<file path="src/area4_sram_pkg.sv">
// shared constants, field layout and helpers for the area 4 sram wait timing block
package area4_sram_pkg;

   // timing: the external bus clock is derived at half the system rate, one tick is half a cycle
   localparam int SYS_CLK_MHZ = 250;
   localparam int BUS_CLK_MHZ = 125;
   localparam int TICKS_PER_BUS_CYCLE = SYS_CLK_MHZ / BUS_CLK_MHZ;
   localparam logic [6:0] STROBE_BASE_TICKS = 7'(TICKS_PER_BUS_CYCLE);

   // apb map
   localparam int APB_ADDR_W = 12;
   localparam logic [APB_ADDR_W-1:0] ADDR_WAIT_CTRL = 12'h000;

   // field positions in the area configuration word
   localparam int BIT_BYTE_STROBE_SEL = 20;
   localparam int POS_WRITE_WAIT = 16;
   localparam int POS_SETUP_DELAY = 11;
   localparam int POS_READ_WAIT = 7;
   localparam int BIT_EXT_WAIT_MASK = 6;
   localparam int POS_HOLD_DELAY = 0;

   localparam logic [31:0] CFG_WRITABLE_MASK = 32'h0017_1fc3;
   localparam logic [31:0] CFG_RESET = 32'h0000_0500;

   localparam logic [3:0] READ_WAIT_CODE_24 = 4'hc;

   typedef struct packed {
      logic byte_strobe_select;
      logic [2:0] write_wait_count;
      logic [1:0] setup_delay;
      logic [3:0] read_wait_count;
      logic ext_wait_mask;
      logic [1:0] hold_delay;
   } wait_cfg_t;

   typedef struct packed {
      logic write;
      logic [25:0] addr;
      logic [31:0] wdata;
      logic [3:0] be;
   } mem_req_t;

   typedef struct packed {
      logic [25:0] addr;
      logic chip_select_n;
      logic read_n;
      logic rd_wr;
      logic [3:0] byte_enable_n;
      logic [31:0] data_out;
      logic data_oe;
   } mem_pins_t;

   localparam mem_pins_t PINS_IDLE = '{addr: 26'h0, chip_select_n: 1'b1, read_n: 1'b1,
      rd_wr: 1'b1, byte_enable_n: 4'hf, data_out: 32'h0, data_oe: 1'b0};

   function automatic wait_cfg_t unpack_cfg(input logic [31:0] word);
      wait_cfg_t c;
      c.byte_strobe_select = word[BIT_BYTE_STROBE_SEL];
      c.write_wait_count = word[POS_WRITE_WAIT +: 3];
      c.setup_delay = word[POS_SETUP_DELAY +: 2];
      c.read_wait_count = word[POS_READ_WAIT +: 4];
      c.ext_wait_mask = word[BIT_EXT_WAIT_MASK];
      c.hold_delay = word[POS_HOLD_DELAY +: 2];
      return c;
   endfunction

   function automatic logic [31:0] pack_cfg(input wait_cfg_t c);
      logic [31:0] w;
      w = 32'h0;
      w[BIT_BYTE_STROBE_SEL] = c.byte_strobe_select;
      w[POS_WRITE_WAIT +: 3] = c.write_wait_count;
      w[POS_SETUP_DELAY +: 2] = c.setup_delay;
      w[POS_READ_WAIT +: 4] = c.read_wait_count;
      w[BIT_EXT_WAIT_MASK] = c.ext_wait_mask;
      w[POS_HOLD_DELAY +: 2] = c.hold_delay;
      return w;
   endfunction

   // half-cycle delay codes: 0.5, 1.5, 2.5, 3.5 bus cycles as ticks
   function automatic logic [6:0] half_delay_ticks(input logic [1:0] code);
      return {4'h0, code, 1'b1};
   endfunction

   function automatic logic [4:0] read_wait_cycles(input logic [3:0] code);
      logic [4:0] n;
      n = 5'h18;
      case (code)
         4'h0, 4'h1, 4'h2, 4'h3, 4'h4, 4'h5, 4'h6: n = {1'b0, code};
         4'h7: n = 5'h08;
         4'h8: n = 5'h0a;
         4'h9: n = 5'h0c;
         4'ha: n = 5'h0e;
         4'hb: n = 5'h12;
         default: n = 5'h18;
      endcase
      return n;
   endfunction

endpackage

</file>
<file path="src/area4_pin_sync.sv">
// two flip-flop synchroniser for the external pin inputs
module area4_pin_sync
   import area4_sram_pkg::*;
#(
   parameter int WIDTH = 33,
   parameter logic [WIDTH-1:0] RESET_VALUE = '0
)
(
   input wire logic i_sys_clk,
   input wire logic i_reset,
   input wire logic i_clk_en,
   input wire logic [WIDTH-1:0] i_async,
   output logic [WIDTH-1:0] o_sync
);

   logic [WIDTH-1:0] meta_reg;
   logic [WIDTH-1:0] sync_reg;

   // the first stage is read only by the second
   always_ff @(posedge i_sys_clk)
   begin
      if (i_reset)
      begin
         meta_reg <= RESET_VALUE;
         sync_reg <= RESET_VALUE;
      end
      else if (i_clk_en)
      begin
         meta_reg <= i_async;
         sync_reg <= meta_reg;
      end
   end

   assign o_sync = sync_reg;

endmodule

</file>
<file path="src/area4_sram_wait_timing.sv">
// area 4 sram strobe and wait timing engine with its apb configuration register
//
// Operation
// [RULE_01] Reserved bits 31..21, 19 and 15..13 read as zero and software writes zero to them.
// [RULE_02] Byte strobe select clear: byte enables strobe, rd_wr stays low over a write.
// [RULE_03] Byte strobe select set: byte enables stay low all cycle, rd_wr is the write strobe.
// [RULE_04] Write wait code 000 uses the read wait count, codes 001..111 give zero to six cycles.
// [RULE_05] Setup delay codes 00..11 put 0.5 to 3.5 cycles from select to strobe.
// [RULE_06] Read wait codes 0000..0110 give zero to six cycles, then 8, 10, 12, 14 and 18.
// [RULE_07] Software never programs read wait codes 1101, 1110 or 1111.
// [RULE_08] After reset read wait is 1010; byte strobe, write wait and setup fields are zero.
// [RULE_09] Wait mask clear honours the wait input, set ignores it, even with zero waits.
// [RULE_10] Hold delay codes 00..11 put 0.5 to 3.5 cycles from strobe to select negation.
// [RULE_11] Read wait code 1100 inserts twenty-four wait cycles.
// [RULE_12] All counts are in external bus clock cycles, half cycles taken on the opposite edge.
module area4_sram_wait_timing
   import area4_sram_pkg::*;
(
   input wire logic i_sys_clk,
   input wire logic i_reset,
   input wire logic i_clk_en,
   input wire logic i_psel,
   input wire logic i_penable,
   input wire logic i_pwrite,
   input wire logic [APB_ADDR_W-1:0] i_paddr,
   input wire logic [31:0] i_pwdata,
   output logic [31:0] o_prdata,
   output logic o_pready,
   output logic o_pslverr,
   input wire logic i_req,
   input wire mem_req_t i_req_info,
   output logic o_busy,
   output logic o_done,
   output logic [31:0] o_rdata,
   output logic o_bus_clk,
   output logic [25:0] o_addr,
   output logic o_chip_select_n,
   output logic o_read_n,
   output logic o_rd_wr,
   output logic [3:0] o_byte_enable_n,
   output logic [31:0] o_data_out,
   output logic o_data_oe,
   input wire logic [31:0] i_data_in,
   input wire logic i_ext_wait_n
);

   typedef enum logic [1:0] {ST_IDLE, ST_SETUP, ST_STROBE, ST_HOLD} eng_state_t;

   // apb register slave
   wait_cfg_t cfg_reg;
   wait_cfg_t cfg_next;
   logic [31:0] prdata_reg;
   logic [31:0] prdata_next;
   logic pready_reg;
   logic pready_next;
   logic pslverr_reg;
   logic pslverr_next;
   logic addr_hit;
   logic apb_access;

   always_comb
   begin
      cfg_next = cfg_reg;
      prdata_next = prdata_reg;
      pready_next = 1'b0;
      pslverr_next = 1'b0;
      addr_hit = (i_paddr == ADDR_WAIT_CTRL);
      apb_access = i_psel && i_penable && pready_reg;
      if (i_clk_en)
      begin
         // zero-wait slave: ready in the cycle after setup, then drops
         pready_next = i_psel && !pready_reg;
         pslverr_next = i_psel && !pready_reg && !addr_hit;
         if (i_psel && !pready_reg)
         begin
            // reserved bits never get stored, so they read back zero
            prdata_next = (addr_hit && !i_pwrite) ? pack_cfg(cfg_reg) : 32'h0; // see [RULE_01]
         end
         if (apb_access && i_pwrite && addr_hit)
         begin
            cfg_next = unpack_cfg(i_pwdata & CFG_WRITABLE_MASK); // see [RULE_01]
         end
      end
   end

   always_ff @(posedge i_sys_clk)
   begin
      if (i_reset)
      begin
         cfg_reg <= unpack_cfg(CFG_RESET); // see [RULE_08]
         prdata_reg <= 32'h0;
         pready_reg <= 1'b0;
         pslverr_reg <= 1'b0;
      end
      else
      begin
         cfg_reg <= cfg_next;
         prdata_reg <= prdata_next;
         pready_reg <= pready_next;
         pslverr_reg <= pslverr_next;
      end
   end

   assign o_prdata = prdata_reg;
   assign o_pready = pready_reg;
   assign o_pslverr = pslverr_reg;

   // pin inputs
   logic [32:0] pin_sync;
   logic wait_active;

   area4_pin_sync #(
      .WIDTH(33),
      .RESET_VALUE(33'h1_0000_0000)
   ) u_pin_sync (
      .i_sys_clk(i_sys_clk),
      .i_reset(i_reset),
      .i_clk_en(i_clk_en),
      .i_async({i_ext_wait_n, i_data_in}),
      .o_sync(pin_sync)
   );

   assign wait_active = !pin_sync[32];

   // access engine; a snapshot of the configuration keeps an access stable under rewrites
   eng_state_t state_reg;
   eng_state_t state_next;
   logic [6:0] tick_reg;
   logic [6:0] tick_next;
   mem_req_t cur_reg;
   mem_req_t cur_next;
   wait_cfg_t snap_reg;
   wait_cfg_t snap_next;
   logic done_reg;
   logic done_next;
   logic [31:0] rdata_reg;
   logic [31:0] rdata_next;
   logic bus_clk_reg;
   logic bus_clk_next;
   logic busy_reg;
   logic busy_next;
   logic [4:0] wait_cycles;
   logic [6:0] strobe_ticks;

   area4_wait_decode u_wait_decode (
      .i_read_wait_code(snap_reg.read_wait_count),
      .i_write_wait_code(snap_reg.write_wait_count),
      .i_is_write(cur_reg.write),
      .o_wait_cycles(wait_cycles)
   );

   // one bus cycle of strobe plus two ticks for every wait cycle
   assign strobe_ticks = {1'b0, wait_cycles, 1'b0} + STROBE_BASE_TICKS; // see [RULE_12]

   always_comb
   begin
      state_next = state_reg;
      tick_next = tick_reg;
      cur_next = cur_reg;
      snap_next = snap_reg;
      done_next = 1'b0;
      rdata_next = rdata_reg;
      bus_clk_next = bus_clk_reg;
      if (i_clk_en)
      begin
         bus_clk_next = !bus_clk_reg; // see [RULE_12]
         unique case (state_reg)
            ST_IDLE:
            begin
               // start only on the tick where the bus clock rises
               if (i_req && !bus_clk_reg) // see [RULE_12]
               begin
                  cur_next = i_req_info;
                  snap_next = cfg_reg;
                  state_next = ST_SETUP;
                  tick_next = half_delay_ticks(cfg_reg.setup_delay) - 7'h01; // see [RULE_05]
               end
            end
            ST_SETUP:
            begin
               if (tick_reg == 7'h00)
               begin
                  state_next = ST_STROBE;
                  tick_next = strobe_ticks - 7'h01; // see [RULE_04] see [RULE_06]
               end
               else
               begin
                  tick_next = tick_reg - 7'h01;
               end
            end
            ST_STROBE:
            begin
               if (tick_reg != 7'h00)
               begin
                  tick_next = tick_reg - 7'h01;
               end
               else if (!snap_reg.ext_wait_mask && wait_active) // see [RULE_09]
               begin
                  state_next = ST_STROBE;
               end
               else
               begin
                  state_next = ST_HOLD;
                  tick_next = half_delay_ticks(snap_reg.hold_delay) - 7'h01; // see [RULE_10]
               end
            end
            ST_HOLD:
            begin
               // synced data lags two ticks; the first hold tick still sees strobe data
               if (!cur_reg.write && tick_reg == {4'h0, snap_reg.hold_delay, 1'b0})
               begin
                  rdata_next = pin_sync[31:0];
               end
               if (tick_reg == 7'h00)
               begin
                  state_next = ST_IDLE;
                  done_next = 1'b1;
               end
               else
               begin
                  tick_next = tick_reg - 7'h01;
               end
            end
         endcase
      end
      busy_next = (state_next != ST_IDLE);
   end

   // pin levels follow the next state so that they line up with state_reg
   mem_pins_t pins_reg;
   mem_pins_t pins_next;
   logic pin_active;
   logic pin_strobe;

   always_comb
   begin
      pin_active = (state_next != ST_IDLE);
      pin_strobe = (state_next == ST_STROBE);
      pins_next = PINS_IDLE;
      pins_next.addr = cur_next.addr;
      pins_next.data_out = cur_next.wdata;
      pins_next.chip_select_n = !pin_active;
      pins_next.read_n = !(pin_strobe && !cur_next.write);
      pins_next.data_oe = pin_active && cur_next.write;
      if (!snap_next.byte_strobe_select)
      begin
         pins_next.byte_enable_n = pin_strobe ? ~cur_next.be : 4'hf; // see [RULE_02]
         pins_next.rd_wr = !(pin_active && cur_next.write); // see [RULE_02]
      end
      else
      begin
         pins_next.byte_enable_n = pin_active ? ~cur_next.be : 4'hf; // see [RULE_03]
         pins_next.rd_wr = !(pin_strobe && cur_next.write); // see [RULE_03]
      end
   end

   always_ff @(posedge i_sys_clk)
   begin
      if (i_reset)
      begin
         state_reg <= ST_IDLE;
         tick_reg <= 7'h00;
         cur_reg <= '0;
         snap_reg <= unpack_cfg(CFG_RESET);
         done_reg <= 1'b0;
         rdata_reg <= 32'h0;
         bus_clk_reg <= 1'b0;
         busy_reg <= 1'b0;
         pins_reg <= PINS_IDLE;
      end
      else
      begin
         state_reg <= state_next;
         tick_reg <= tick_next;
         cur_reg <= cur_next;
         snap_reg <= snap_next;
         done_reg <= done_next;
         rdata_reg <= rdata_next;
         bus_clk_reg <= bus_clk_next;
         busy_reg <= busy_next;
         pins_reg <= pins_next;
      end
   end

   assign o_busy = busy_reg;
   assign o_done = done_reg;
   assign o_rdata = rdata_reg;
   assign o_bus_clk = bus_clk_reg;
   assign o_addr = pins_reg.addr;
   assign o_chip_select_n = pins_reg.chip_select_n;
   assign o_read_n = pins_reg.read_n;
   assign o_rd_wr = pins_reg.rd_wr;
   assign o_byte_enable_n = pins_reg.byte_enable_n;
   assign o_data_out = pins_reg.data_out;
   assign o_data_oe = pins_reg.data_oe;

   // ticks spent in the current state, read only by the checks below
   logic [6:0] age_reg;
   logic [6:0] age_next;

   always_comb
   begin
      age_next = age_reg;
      if (i_clk_en)
      begin
         age_next = (state_next != state_reg) ? 7'h00 : age_reg + 7'h01;
      end
   end

   always_ff @(posedge i_sys_clk)
   begin
      if (i_reset)
      begin
         age_reg <= 7'h00;
      end
      else
      begin
         age_reg <= age_next;
      end
   end

   rsv_read_zero_a: assert property ( // see [RULE_01]
      @(posedge i_sys_clk) disable iff (i_reset)
      (o_pready && !o_pslverr) |-> ((o_prdata & ~CFG_WRITABLE_MASK) == 32'h0))
      else $error("reserved configuration bits read nonzero");

   bas_off_status_a: assert property ( // see [RULE_02]
      @(posedge i_sys_clk) disable iff (i_reset)
      (state_reg != ST_IDLE && cur_reg.write && !snap_reg.byte_strobe_select)
      |-> (!o_rd_wr && ((state_reg == ST_STROBE) == (o_byte_enable_n == ~cur_reg.be))))
      else $error("byte enables not strobing or rd_wr not held in write");

   bas_on_status_a: assert property ( // see [RULE_03]
      @(posedge i_sys_clk) disable iff (i_reset)
      (state_reg != ST_IDLE && snap_reg.byte_strobe_select)
      |-> (o_byte_enable_n == ~cur_reg.be
           && o_rd_wr == !(state_reg == ST_STROBE && cur_reg.write)))
      else $error("byte enables not held or rd_wr not strobing");

   write_wait_map_a: assert property ( // see [RULE_04]
      @(posedge i_sys_clk) disable iff (i_reset)
      (state_reg == ST_STROBE && cur_reg.write)
      |-> (wait_cycles == ((snap_reg.write_wait_count == 3'h0)
           ? read_wait_cycles(snap_reg.read_wait_count)
           : ({2'b00, snap_reg.write_wait_count} - 5'h01))))
      else $error("write wait count mismatch");

   setup_len_a: assert property ( // see [RULE_05]
      @(posedge i_sys_clk) disable iff (i_reset)
      (i_clk_en && state_reg == ST_SETUP && state_next == ST_STROBE)
      |-> (age_reg == {4'h0, snap_reg.setup_delay, 1'b0}))
      else $error("setup delay length wrong");

   strobe_len_a: assert property ( // see [RULE_06]
      @(posedge i_sys_clk) disable iff (i_reset)
      (i_clk_en && state_reg == ST_STROBE && state_next == ST_HOLD && snap_reg.ext_wait_mask)
      |-> (age_reg == {1'b0, wait_cycles, 1'b0} + 7'h01))
      else $error("strobe width does not match wait count");

   cfg_reset_a: assert property ( // see [RULE_08]
      @(posedge i_sys_clk) disable iff (i_reset)
      $past(i_reset) |-> (pack_cfg(cfg_reg) == CFG_RESET && state_reg == ST_IDLE))
      else $error("configuration not at reset value");

   ext_wait_hold_a: assert property ( // see [RULE_09]
      @(posedge i_sys_clk) disable iff (i_reset)
      (i_clk_en && state_reg == ST_STROBE && !snap_reg.ext_wait_mask && wait_active)
      |=> (state_reg == ST_STROBE && !o_read_n == !cur_reg.write))
      else $error("external wait not honoured");

   hold_len_a: assert property ( // see [RULE_10]
      @(posedge i_sys_clk) disable iff (i_reset)
      (i_clk_en && state_reg == ST_HOLD && state_next == ST_IDLE)
      |-> (age_reg == {4'h0, snap_reg.hold_delay, 1'b0} && !o_chip_select_n)
      ##1 (o_chip_select_n && o_done))
      else $error("hold delay length wrong");

   code_24_a: assert property ( // see [RULE_11]
      @(posedge i_sys_clk) disable iff (i_reset)
      (!cur_reg.write && snap_reg.read_wait_count == READ_WAIT_CODE_24)
      |-> (wait_cycles == 5'h18))
      else $error("read wait code 1100 not 24 cycles");

   half_tick_a: assert property ( // see [RULE_12]
      @(posedge i_sys_clk) disable iff (i_reset)
      (i_clk_en && state_reg == ST_IDLE && state_next == ST_SETUP)
      |-> (!o_bus_clk ##1 (o_bus_clk && !o_chip_select_n)))
      else $error("access not aligned to bus clock rise");

endmodule

</file>
<file path="src/area4_wait_decode.sv">
// decodes the read and write wait fields into a wait cycle count
module area4_wait_decode
   import area4_sram_pkg::*;
(
   input wire logic [3:0] i_read_wait_code,
   input wire logic [2:0] i_write_wait_code,
   input wire logic i_is_write,
   output logic [4:0] o_wait_cycles
);

   always_comb
   begin
      o_wait_cycles = read_wait_cycles(i_read_wait_code); // see [RULE_06] see [RULE_11]
      if (i_is_write && i_write_wait_code != 3'h0)
      begin
         o_wait_cycles = {2'b00, i_write_wait_code} - 5'h01; // see [RULE_04]
      end
   end

endmodule

</file>
<file path="config.mk">
export PLATFORM = sky130hd
export DESIGN_NAME = area4_sram_wait_timing
export DESIGN_NICKNAME = d
export VERILOG_FILES = /design/src/area4_sram_pkg.sv /design/src/area4_pin_sync.sv /design/src/area4_sram_wait_timing.sv /design/src/area4_wait_decode.sv
export SDC_FILE = /design/constraint.sdc
export NUM_CORES = 1
export LEC_CHECK = 0
export BUFFER_PORTS_ARGS = -buffer_cell sky130_fd_sc_hd__buf_4
export CAP_MARGIN = 20
export CORE_UTILIZATION = 46
export DETAILED_ROUTE_END_ITERATION = 10
export PLACE_DENSITY_LB_ADDON = 0.2
export SYNTH_ARGS = -nofsm -noshare
export SYNTH_HDL_FRONTEND = slang
export SYNTH_HIERARCHICAL = 1
export SYNTH_SLANG_ARGS = --single-unit
</file>
<file path="constraint.sdc">
create_clock -name i_sys_clk -period 1.8 [get_ports i_sys_clk]
set_input_delay 0 -clock i_sys_clk [delete_from_list [all_inputs] [get_ports i_sys_clk]]
set_output_delay 0 -clock i_sys_clk [all_outputs]
set_load 0.01 [all_outputs]
</file>
# Word level (Yosys, flattened, before mapping)
# Index checks and enable logic that the tools add are counted.
dict set report word_totals {
  regBits 241
  latchBits 0
  ramBits 0
  romBits 0
  inputBits 147
  out_inout_bits 135
  elab_cells 127
  mem_count 0
}
dict set report op_classes {
  n_addsub 6
  multipliers 0
  n_div 0
  order_cmp 0
  n_eq_ne 19
  shift 0
  mux 26
  bitwise_logic 3
  reduce_logical 41
}
# cell count
set ops {}
lappend ops {{63-bit 2-to-1 mux} 3}
lappend ops {{13-bit 2-to-1 mux} 3}
lappend ops {{7-bit 2-to-1 mux} 5}
lappend ops {{5-bit one-hot mux with 6 select lines} 1}
lappend ops {{7-bit one-hot mux with 4 select lines} 1}
lappend ops {{21-bit 2-to-1 mux} 1}
lappend ops {{4-bit by 3-bit equality test with 1-bit output, second input constant} 4}
lappend ops {{4-bit equality test, second input constant} 4}
lappend ops {{1-bit logical AND} 14}
lappend ops {{7-bit by 1-bit subtractor with 7-bit output, second input constant} 2}
lappend ops {{1-bit zero test} 12}
lappend ops {{12-bit zero test} 1}
lappend ops {{3-bit by 1-bit subtractor with 4-bit output, second input constant} 3}
lappend ops {{2-bit 2-to-1 mux} 5}
lappend ops {{5-bit 2-to-1 mux} 2}
lappend ops {{4-bit by 2-bit equality test with 1-bit output, second input constant} 2}
lappend ops {{4-bit 2-to-1 mux} 2}
lappend ops {{2-bit one-hot mux with 4 select lines} 1}
lappend ops {{6-bit by 2-bit adder with 7-bit output, second input constant} 1}
lappend ops {{7-bit by 3-bit equality test with 1-bit output} 1}
lappend ops {{7-bit zero test} 1}
lappend ops {{7-bit nonzero test} 1}
lappend ops {{7-bit OR reduction} 1}
lappend ops {{2-bit equality test, second input constant} 3}
lappend ops {{other kinds (16)} 21}

# Logic depth before layout (Yosys ltp)
# Gate-level depths: netlist (run 1).
dict set report depth {
  ltp_word 10
  mapped_depth 9
  ltp_nobuf 9
}

# Cells and area by module
# Netlist (run 1), hierarchy kept.
# module n_inst cells_each area_each_um2 seq_area_each_um2
set by_module_without_submodules {}
lappend by_module_without_submodules {area4_sram_wait_timing 1 724 6321.1 3083.0}
lappend by_module_without_submodules {area4_pin_sync 1 213 2381.0 1321.3}
lappend by_module_without_submodules {area4_wait_decode 1 28 187.7 0.0}

# Least setup slack after synthesis (run 1)
# No wires, ideal clock.
dict set report synth_timing {
  kind {flip-flop to flip-flop}
  startpoint {reg tick_reg[0]}
  endpoint {reg tick_reg[6]}
  setup_ns 0.100
  arrival_ns 1.862
  required_ns 1.700
  setup_slack_ns -0.162
  stages_incl_launch_ff 7
  path_buffers 0
  synth_period_minus_slack_ns 1.962
  cell_sequence {dfxtp_1 inv_1 ha_1 or3b_4 or4_4 and2_4 a2111oi_4}
}
dict set report synth_between {
  elab_chain_len 3
  word_cells_on_any_way 10
  cone_classes {add/sub (1); eq/ne (2); mux (4); reduce/logical (3)}
}
# element line
set synth_rtl {}
lappend synth_rtl {{from (decl)} area4_sram_wait_timing.sv:128} ;# logic [6:0] tick_reg;
lappend synth_rtl {{from (signal assigned)} area4_sram_wait_timing.sv:274} ;# tick_reg <= tick_next;
lappend synth_rtl {{7-bit by 1-bit subtractor with 7-bit output, or another cell as far along} {area4_sram_wait_timing.sv:188, area4_sram_wait_timing.sv:195, area4_sram_wait_timing.sv:221}}
lappend synth_rtl {{7-bit 2-to-1 mux, or another cell as far along} area4_sram_wait_timing.sv:214} ;# if (tick_reg == 7'h00)
lappend synth_rtl {{7-bit one-hot mux with 4 select lines / 4-bit AND reduction (equally long branches)} --}
# Parallel ways exist; a longest one is shown, timed or not. The select of a mux whose other input is x is not followed.
# A chain may end at the register's enable or synchronous reset.

# Worst setup path after layout (run 1)
dict set report layout_timing {
  startpoint {reg tick_reg[0]}
  endpoint {reg tick_reg[5]}
}
# Same word-level chain as after synthesis.

==> results of run 1 <==
[area by class of cell]
class                           count  area (µm²)  area share (%)
Clock buffer                       30         642            5.04
Clock inverter                      7        88.8           0.697
Inverter                           10        37.5           0.295
Multi-Input combinational cell    616        3680            28.8
Sequential cell                   220        4410            34.6
Tap cell                          260         325            2.55
Timing Repair Buffer              420        3560            28.0
[worst register-to-register path, stage by stage (launching register included)]
cell	delay (ns)
dfxtp_2	0.33
inv_2	0.07
ha_4	0.13
or3b_4	0.37
or4_4	0.43
a21oi_2	0.23
a32oi_1	0.08
a21bo_1	0.21
[report_power, final]
| part | total, mW | switching (mW) | internal (mW) |
|---|---|---|---|
| Sequential | 5.14 | 0.0968 | 5.05 |
| Combinational | 1.51 | 0.706 | 0.801 |
| Clock | 4.65 | 1.87 | 2.77 |
| Total | 11.3 | 2.68 | 8.62 |
[Yosys cell counts, types with 5 or more instances]
master and n:
a21oi_1 76, a22oi_1 13, buf_2 13, buf_4 79
buf_6 5, clkbuf_1 34, dfxtp_1 220, inv_1 10
mux2i_1 115, nand2_1 151, nand3_1 10, nor2_1 138
nor2b_1 7, nor3_1 6, o21ai_0 7, or3_1 6
xnor2_1 6
[stage by stage]
| stage | utilization, % | setup slack, ns | instances | power [mW] | hold WS, ns |
|---|---|---|---|---|---|
| floorplan | - | -0.0244 | 983 | 6.04 | 0.118 |
| global placement | 56.5 | -0.0379 | 1397 | 6.47 | 0.210 |
| detailed placement | 56.5 | -0.0625 | 1397 | 6.48 | 0.213 |
| CTS | 66.8 | -0.0953 | 1553 | 11.4 | 0.0270 |
| global route | 67.7 | -0.179 | 1563 | 11.8 | 0.0621 |
| finish | 67.7 | -0.124 | 1563 | 11.3 | 0.0786 |
[repair_timing]
action | CTS | global route
cloned | 0 | 2
gates resized for setup | 8 | 18
hold endpoints to repair | 130 | 0
setup buffers | 2 | 11
hold buffers | 117 | 0
pin swaps | 3 | 8
endpoints found under the setup margin | 39 | 47
[logic make-up after synthesis]
group / share of synthesized area (%)
simple gates: 16.3
flops: 49.5
xor+xnor: 0.690
other cells: 0.0422
fa+ha+maj: 0.422
buf+inv: 11.0
compound gates: 9.01
mux: 12.9
[worst min path at each step]
stage / from / endpoint / slack (ns) / depth (start not counted)
final: i_clk_en / o_done$_SDFF_PP0_ / 0.08 / 4
after global routing: i_clk_en / o_done$_SDFF_PP0_ / 0.06 / 4
after CTS: i_clk_en / o_done$_SDFF_PP0_ / 0.03 / 4
after detailed placement: i_ext_wait_n / u_pin_sync/meta_reg[32]$_SDFFE_PP1P_ / 0.21 / 2
after global placement: i_pwdata[8] / cfg_reg[4]$_SDFFE_PP1P_ / 0.21 / 2
after floorplan: i_pwdata[8] / cfg_reg[4]$_SDFFE_PP1P_ / 0.12 / 1
[metal layers]
metal	part of all wire [%]	vias up
li1	-	3767
met1	43	3524
met2	49	237
met3	6.3	32
met4	2.1	0
met5	0	-
==> results by group, run 1 <==
Worst setup path
  • CP Max Fanout: 4
  • Largest delay share family, worst path: simple AND/OR/NAND/NOR gates
  • CP endpoint kind: register
  • CP bufs+invs: 1
  • Reg2Reg Capture Point: tick_reg[5]$_SDFFE_PP0P_
  • Slowest-stage cell, CP: or4_4
  • Worst path max stage delay: 0.43 ns
  • R2R setup slack: -0.12 ns
  • Worst R2R Start: tick_reg[0]$_SDFFE_PP0P_
  • Worst path cell trace: inv_2, ha_4, or3b_4, or4_4, a21oi_2, a32oi_1, a21bo_1
  • CP Data Arrival Time: 2.36 ns
  • Critical Path Source Type: register
  • Critical Path End: tick_reg[5]$_SDFFE_PP0P_
  • Setup crit start: tick_reg[0]$_SDFFE_PP0P_
  • Worst Reg-to-Reg Cells: 7
  • Critical path type: reg -> reg
  • Worst Path Required: ~2.2 ns
  • Stages on worst setup path: 7

Clock network
  • Clock Tree Buf Depth: 3
  • TritonCTS clock tree: yes
  • TritonCTS Buffers: 23
  • Clock root buffer master: clkbuf_16
  • Worst-Skew Late Latency: 0.51 ns
  • CTS sink cnt: 220
  • CTS HTree Levels: 1
  • Clock transition at path regs: 0.06 ns

GRT
  • Met3 usage in global routing: 4.99%
  • M2 GR Usage: 38.1%
  • First-pass GRT wire length: between 30000 and 40000 µm
  • Initial antenna violation count: 0
  • GRT met1 Usage: 26.5%
  • Grt ovf: 0
  • Global-route usage over all layers: approximately 22%
  • Largest net degree at the start of global routing: 95
  • Vias in the first global route: 7341
  • Grt peak-use layer: met2

Pwr
  • Leak Pwr: 5.50 nW
  • Worst IR Drop VDD: 0.822 mV
  • P per Cell Area: 887 nW/µm²

Final layout
  • Most frequent cells in the layout: buf_4, dfxtp_1, nand2_1
  • Share of cells above drive strength 1: between 20% and 30%
  • # diodes: 0
  • Layout area overhead: 43.3%
  • Fill count: 1465
  • Most common cell after layout, fill and taps aside: buf_4
  • Design Area, Final: 12700 µm²
  • Nets@finish: 1441

Run status
  • Failing checks: setup timing
  • Outcome: finished, violations left

Floorplanning
  • Core area: approximately 19000 µm²
  • Ports: approximately 280
  • # rows: 50
  • Die X: 141 µm
  • Initial Util: 47.2%
  • Chip Height: 141 µm
  • DIE AREA: just under 20000 µm²

Synth
  • Average size of a mapped cell: 9.21 µm²
  • Post-synth ARST share: 0%
  • Synth area leaders: dfxtp_1, mux2i_1, buf_4
  • Syn Inst Count: 965
  • Sequential share of the synthesized area: 49.5%
  • Share of the synthesized area in the top cell type: 49.5%
  • Synth area leader: dfxtp_1
  • Post-synth EDFFs: 0
  • Ys Warns: 6
  • Mapped cell area: between 8000 and 9000 µm²
  • Yosys reg bits: between 200 and 250
  • Prevailing post-synth register cell: dfxtp_1
  • Distinct cells, synth: 62

Run
  • Max Cap Viol: 0

Timing
  • Hold Vio Cnt, Final: 0
  • Slew @ Worst Pin: between 0.8 and 0.9 ns
  • FMAX: around 520 MHz
  • Setup violators final: 7
  • Setup_tns: -0.323 ns
  • Relative slew slack: 41.2%
  • Final Max Tran Viols: 0
  • Final critical-path required period: around 1.9 ns
  • Fin crit share: 107%
  • Final WS setup: -0.124 ns
  • RSZ-0062 raised after global routing: true
  • Clock Skew: roughly 0.019 ns

Placement
  • Detailed placement HPWL: ~14000 µm
  • GPL Wtd Cong: 0.893
  • Placed inst area: around 11000 µm²
  • Number of port buffers: 243

Hold path
  • Hold crit path type: in -> reg

Route
  • DR WL/cell: 14.3 µm
  • Total Wirelength: 22300 µm
  • DRC viols: 0
  • Vias per cell: between 4 and 5
  • Vias: roughly 7600
  • Number of routed nets with antenna violations: 0
  • Drt pass-1 iters: 5
  • Initial drt markers: 309
(Power assumes the default switching activity.)
==> run 2: changes to the inputs <==
--- a/config.mk
+++ b/config.mk
@@ -12,5 +12,4 @@
 export PLACE_DENSITY_LB_ADDON = 0.2
 export SYNTH_ARGS = -nofsm -noshare
 export SYNTH_HDL_FRONTEND = slang
-export SYNTH_HIERARCHICAL = 1
 export SYNTH_SLANG_ARGS = --single-unit
==> results by group, run 2 <==
Run status
  • Failing checks: setup timing
  • Outcome: finished, violations left

Hold path
  • Hold Path Sink: o_prdata[20]$_SDFFE_PP0P_
  • Hold crit path type: in -> reg
  • Worst Hold Launch: i_paddr[4]
  • Hold Path Depth: 6 (+2)

Final layout
  • Share of cells above drive strength 1: 28.3% (-0.66 points)
  • Layout area overhead: 44.9%
  • Most common cell after layout, fill and taps aside: buf_4
  • Design Area, Final: 12800 µm² (+0.21%)
  • Most frequent cells in the layout: buf_4, nand2_1, dfxtp_1
  • # diodes: 0 (unchanged)
  • Nets@finish: 1477 (+2.5%)
  • Final Util: 68.0% (+0.37 points)
  • Fill count: 1452 (-0.89%)

Floorplanning
  • Chip Height: 140 µm (-0.41%)
  • Core area: 18800 µm² (-0.33%)
  • Die X: 140 µm (-0.41%)
  • DIE AREA: 19700 µm² (-0.83%)
  • # rows: 50 (unchanged)
  • Initial Util: 47.0% (-0.24 points)
  • Ports: 282 (unchanged)

Synth
  • Mapped cell area: 8810 µm² (-0.84%)
  • Sequential share of the synthesized area: 50.0% (+0.42 points)
  • Average size of a mapped cell: 8.76 µm² (-4.9%)
  • Most frequent cell after synthesis: nand2_1
  • Share of the synthesized area in the top cell type: 50.0% (+0.42 points)
  • Post-synth ARST share: 0% (unchanged)
  • Synth area leader: dfxtp_1
  • Prevailing post-synth register cell: dfxtp_1
  • Post-synth EDFFs: 0 (unchanged)
  • Post-synth top cells: nand2_1, dfxtp_1, a21oi_1
  • Syn Inst Count: 1006 (+4.2%)
  • Ys Warns: 0 (-6)
  • Yosys reg bits: 220 (unchanged)
  • Synth area leaders: dfxtp_1, nand2_1, mux2i_1
  • Distinct cells, synth: 60 (-3.2%)

Route
  • DRC viols: 0 (unchanged)
  • Drt pass-1 iters: 4 (-1)
  • Vias per cell: 4.91 (+1.6%)
  • Number of routed nets with antenna violations: 0 (unchanged)
  • Initial drt markers: 365 (+18%)
  • Total Wirelength: 22500 µm (+1.1%)
  • DR WL/cell: 14.3 µm (+0.12%)
  • Vias: 7754 (+2.6%)

GRT
  • Largest net degree at the start of global routing: 70 (-26%)
  • Grt ovf: 0 (unchanged)
  • Vias in the first global route: 7435 (+1.3%)
  • Global-route usage over all layers: 22.0% (+0.27 points)
  • First-pass GRT wire length: 36200 µm (+1.7%)
  • Initial antenna violation count: 0 (unchanged)

Worst setup path
  • CP bufs+invs: 1 (unchanged)
  • Largest delay share family, worst path: simple AND/OR/NAND/NOR gates
  • R2R setup slack: -0.03 ns (+0.09 ns)
  • CP endpoint kind: register
  • CP Max Fanout: 2 (-2)
  • Setup crit start: tick_reg[1]$_SDFFE_PP0P_
  • Slowest-stage cell, CP: or3b_4
  • Worst path max stage delay: 0.37 ns (-0.06 ns)
  • Worst Reg-to-Reg Cells: 7 (unchanged)
  • Reg2Reg Capture Point: tick_reg[6]$_SDFFE_PP0P_
  • Critical Path Source Type: register
  • Worst path cell trace: inv_4, ha_4, or3b_4, or3_4, mux2_4, a21oi_2, o22ai_1
  • Worst R2R Start: tick_reg[1]$_SDFFE_PP0P_
  • Critical path type: reg -> reg
  • CP Data Arrival Time: 2.20 ns (-0.16 ns)
  • Worst Path Required: 2.16 ns (-0.08 ns)

Clock network
  • Clock Tree Buf Depth: 3 (unchanged)
  • TritonCTS clock tree: yes
  • CTS HTree Levels: 1 (unchanged)
  • TritonCTS Buffers: 24 (+4.3%)
  • CTS sink cnt: 220 (unchanged)
  • Clock root buffer master: clkbuf_16
  • Worst-Skew Late Latency: 0.51 ns (about the same)
  • Clock transition at path regs: 0.06 ns (about the same)

Timing
  • Setup violators final: 3 (-4)
  • Slew @ Worst Pin: 0.500 ns (-0.382 ns)
  • Relative slew slack: 66.4% (+25 points)
  • Clock Skew: 0.0188 ns (+0.000304 ns)
  • RSZ-0062 raised after global routing: true
  • Final Max Tran Viols: 0 (unchanged)
  • Final hold slack: 0.0570 ns (-0.0216 ns)
  • Hold Vio Cnt, Final: 0 (unchanged)
  • FMAX: 545 MHz (+4.9%)
  • Final critical-path required period: 1.83 ns (-0.0901 ns)
  • Fin crit share: 102% (-5.0 points)
  • Final WS setup: -0.0338 ns (+0.0901 ns)

Run
  • Max Cap Viol: 0 (unchanged)

Pwr
  • Leak Pwr: 5.48 nW (-0.36%)
  • Worst IR Drop VDD: 0.920 mV (+12%)
  • P per Cell Area: 915 nW/µm² (+3.2%)
  • Final Power: 11.7 mW (+3.4%)

Placement
  • GPL Wtd Cong: 0.862 (-3.5%)
  • Placed inst area: 10700 µm² (+0.62%)
  • Number of port buffers: 243 (unchanged)
  • Pre-CTS setup slack: -0.0865 ns (-0.0240 ns)
  • Detailed placement HPWL: 13900 µm (+0.39%)
==> run 2: stage by stage <==
step           TNS [ns]  instances
2_1_floorplan   -0.0265       1024
3_3_place_gp     -0.150       1412
3_5_place_dp     -0.429       1412
4_1_cts         -0.0927       1575
5_1_grt          -0.875       1578
6_report        -0.0704       1578
==> run 2: how the worst max path moves through the flow <==
stage | depth (start not counted) | slack (ns) | endpoint
2_1_floorplan | 7 | -0.03 | tick_reg[6]$_SDFFE_PP0P_
3_3_place_gp | 5 | -0.03 | o_chip_select_n$_SDFF_PP1_
3_5_place_dp | 7 | -0.09 | tick_reg[6]$_SDFFE_PP0P_
4_1_cts | 7 | -0.05 | tick_reg[6]$_SDFFE_PP0P_
5_1_grt | 9 | -0.1 | tick_reg[4]$_SDFFE_PP0P_
6_report | 7 | -0.03 | tick_reg[6]$_SDFFE_PP0P_
==> run 2: layout make-up <==
| type | count | area [µm²] | share of cell area, % |
|---|---|---|---|
| flip-flops and latches | 220 | 4410 | 34.6 |
| multi-input cells | 656 | 3680 | 28.8 |
| repair buffers | 416 | 3540 | 27.7 |
| clock buffers | 33 | 676 | 5.29 |
| well taps | 234 | 293 | 2.29 |
| clock inverters | 11 | 136 | 1.07 |
| inverters | 8 | 32.5 | 0.255 |
==> run 2: worst register-to-register path, cell delays in order, from the launching register on <==
cell and delay, ns:
dfxtp_4 0.35, inv_4 0.06, ha_4 0.11, or3b_4 0.37, or3_4 0.34, mux2_4 0.27, a21oi_2 0.12, o22ai_1 0.07
==> run 2: power breakdown <==
part	total (mW)	switching [mW]	internal, mW
combinational	1.54	0.713	0.827
sequential	5.14	0.0994	5.04
clock	5.00	1.94	3.06
total	11.7	2.75	8.93
==> run 2: per-layer routing <==
metal  vias up  track usage, %  share of wire [%]
met5         -               0                  0
met4         0            4.74                1.5
met3        27            4.96                6.7
met2       220            38.0                 46
met1      3616            27.9                 45
li1       3891               -                  -
==> run 2: logic make-up (layout without fill, tap and decap cells) <==
family,count (synthesis),count (layout),share of synthesized area (%)
simple gates,386,386,18.5
flops,220,220,50.0
compound gates,161,161,11.1
buf+inv,148,468,10.1
mux,80,80,9.11
xor+xnor,6,6,0.596
fa+ha+maj,4,4,0.568
other cells,1,19,0.0425
==> run 2: what timing repair did <==
| action | CTS | global route |
|---|---|---|
| hold buffers | 118 | 0 |
| gates resized for setup | 6 | 13 |
| setup endpoints to repair | 10 | 41 |
| hold endpoints to repair | 137 | 0 |
| pin swaps | 7 | 7 |
| setup buffers | 1 | 9 |
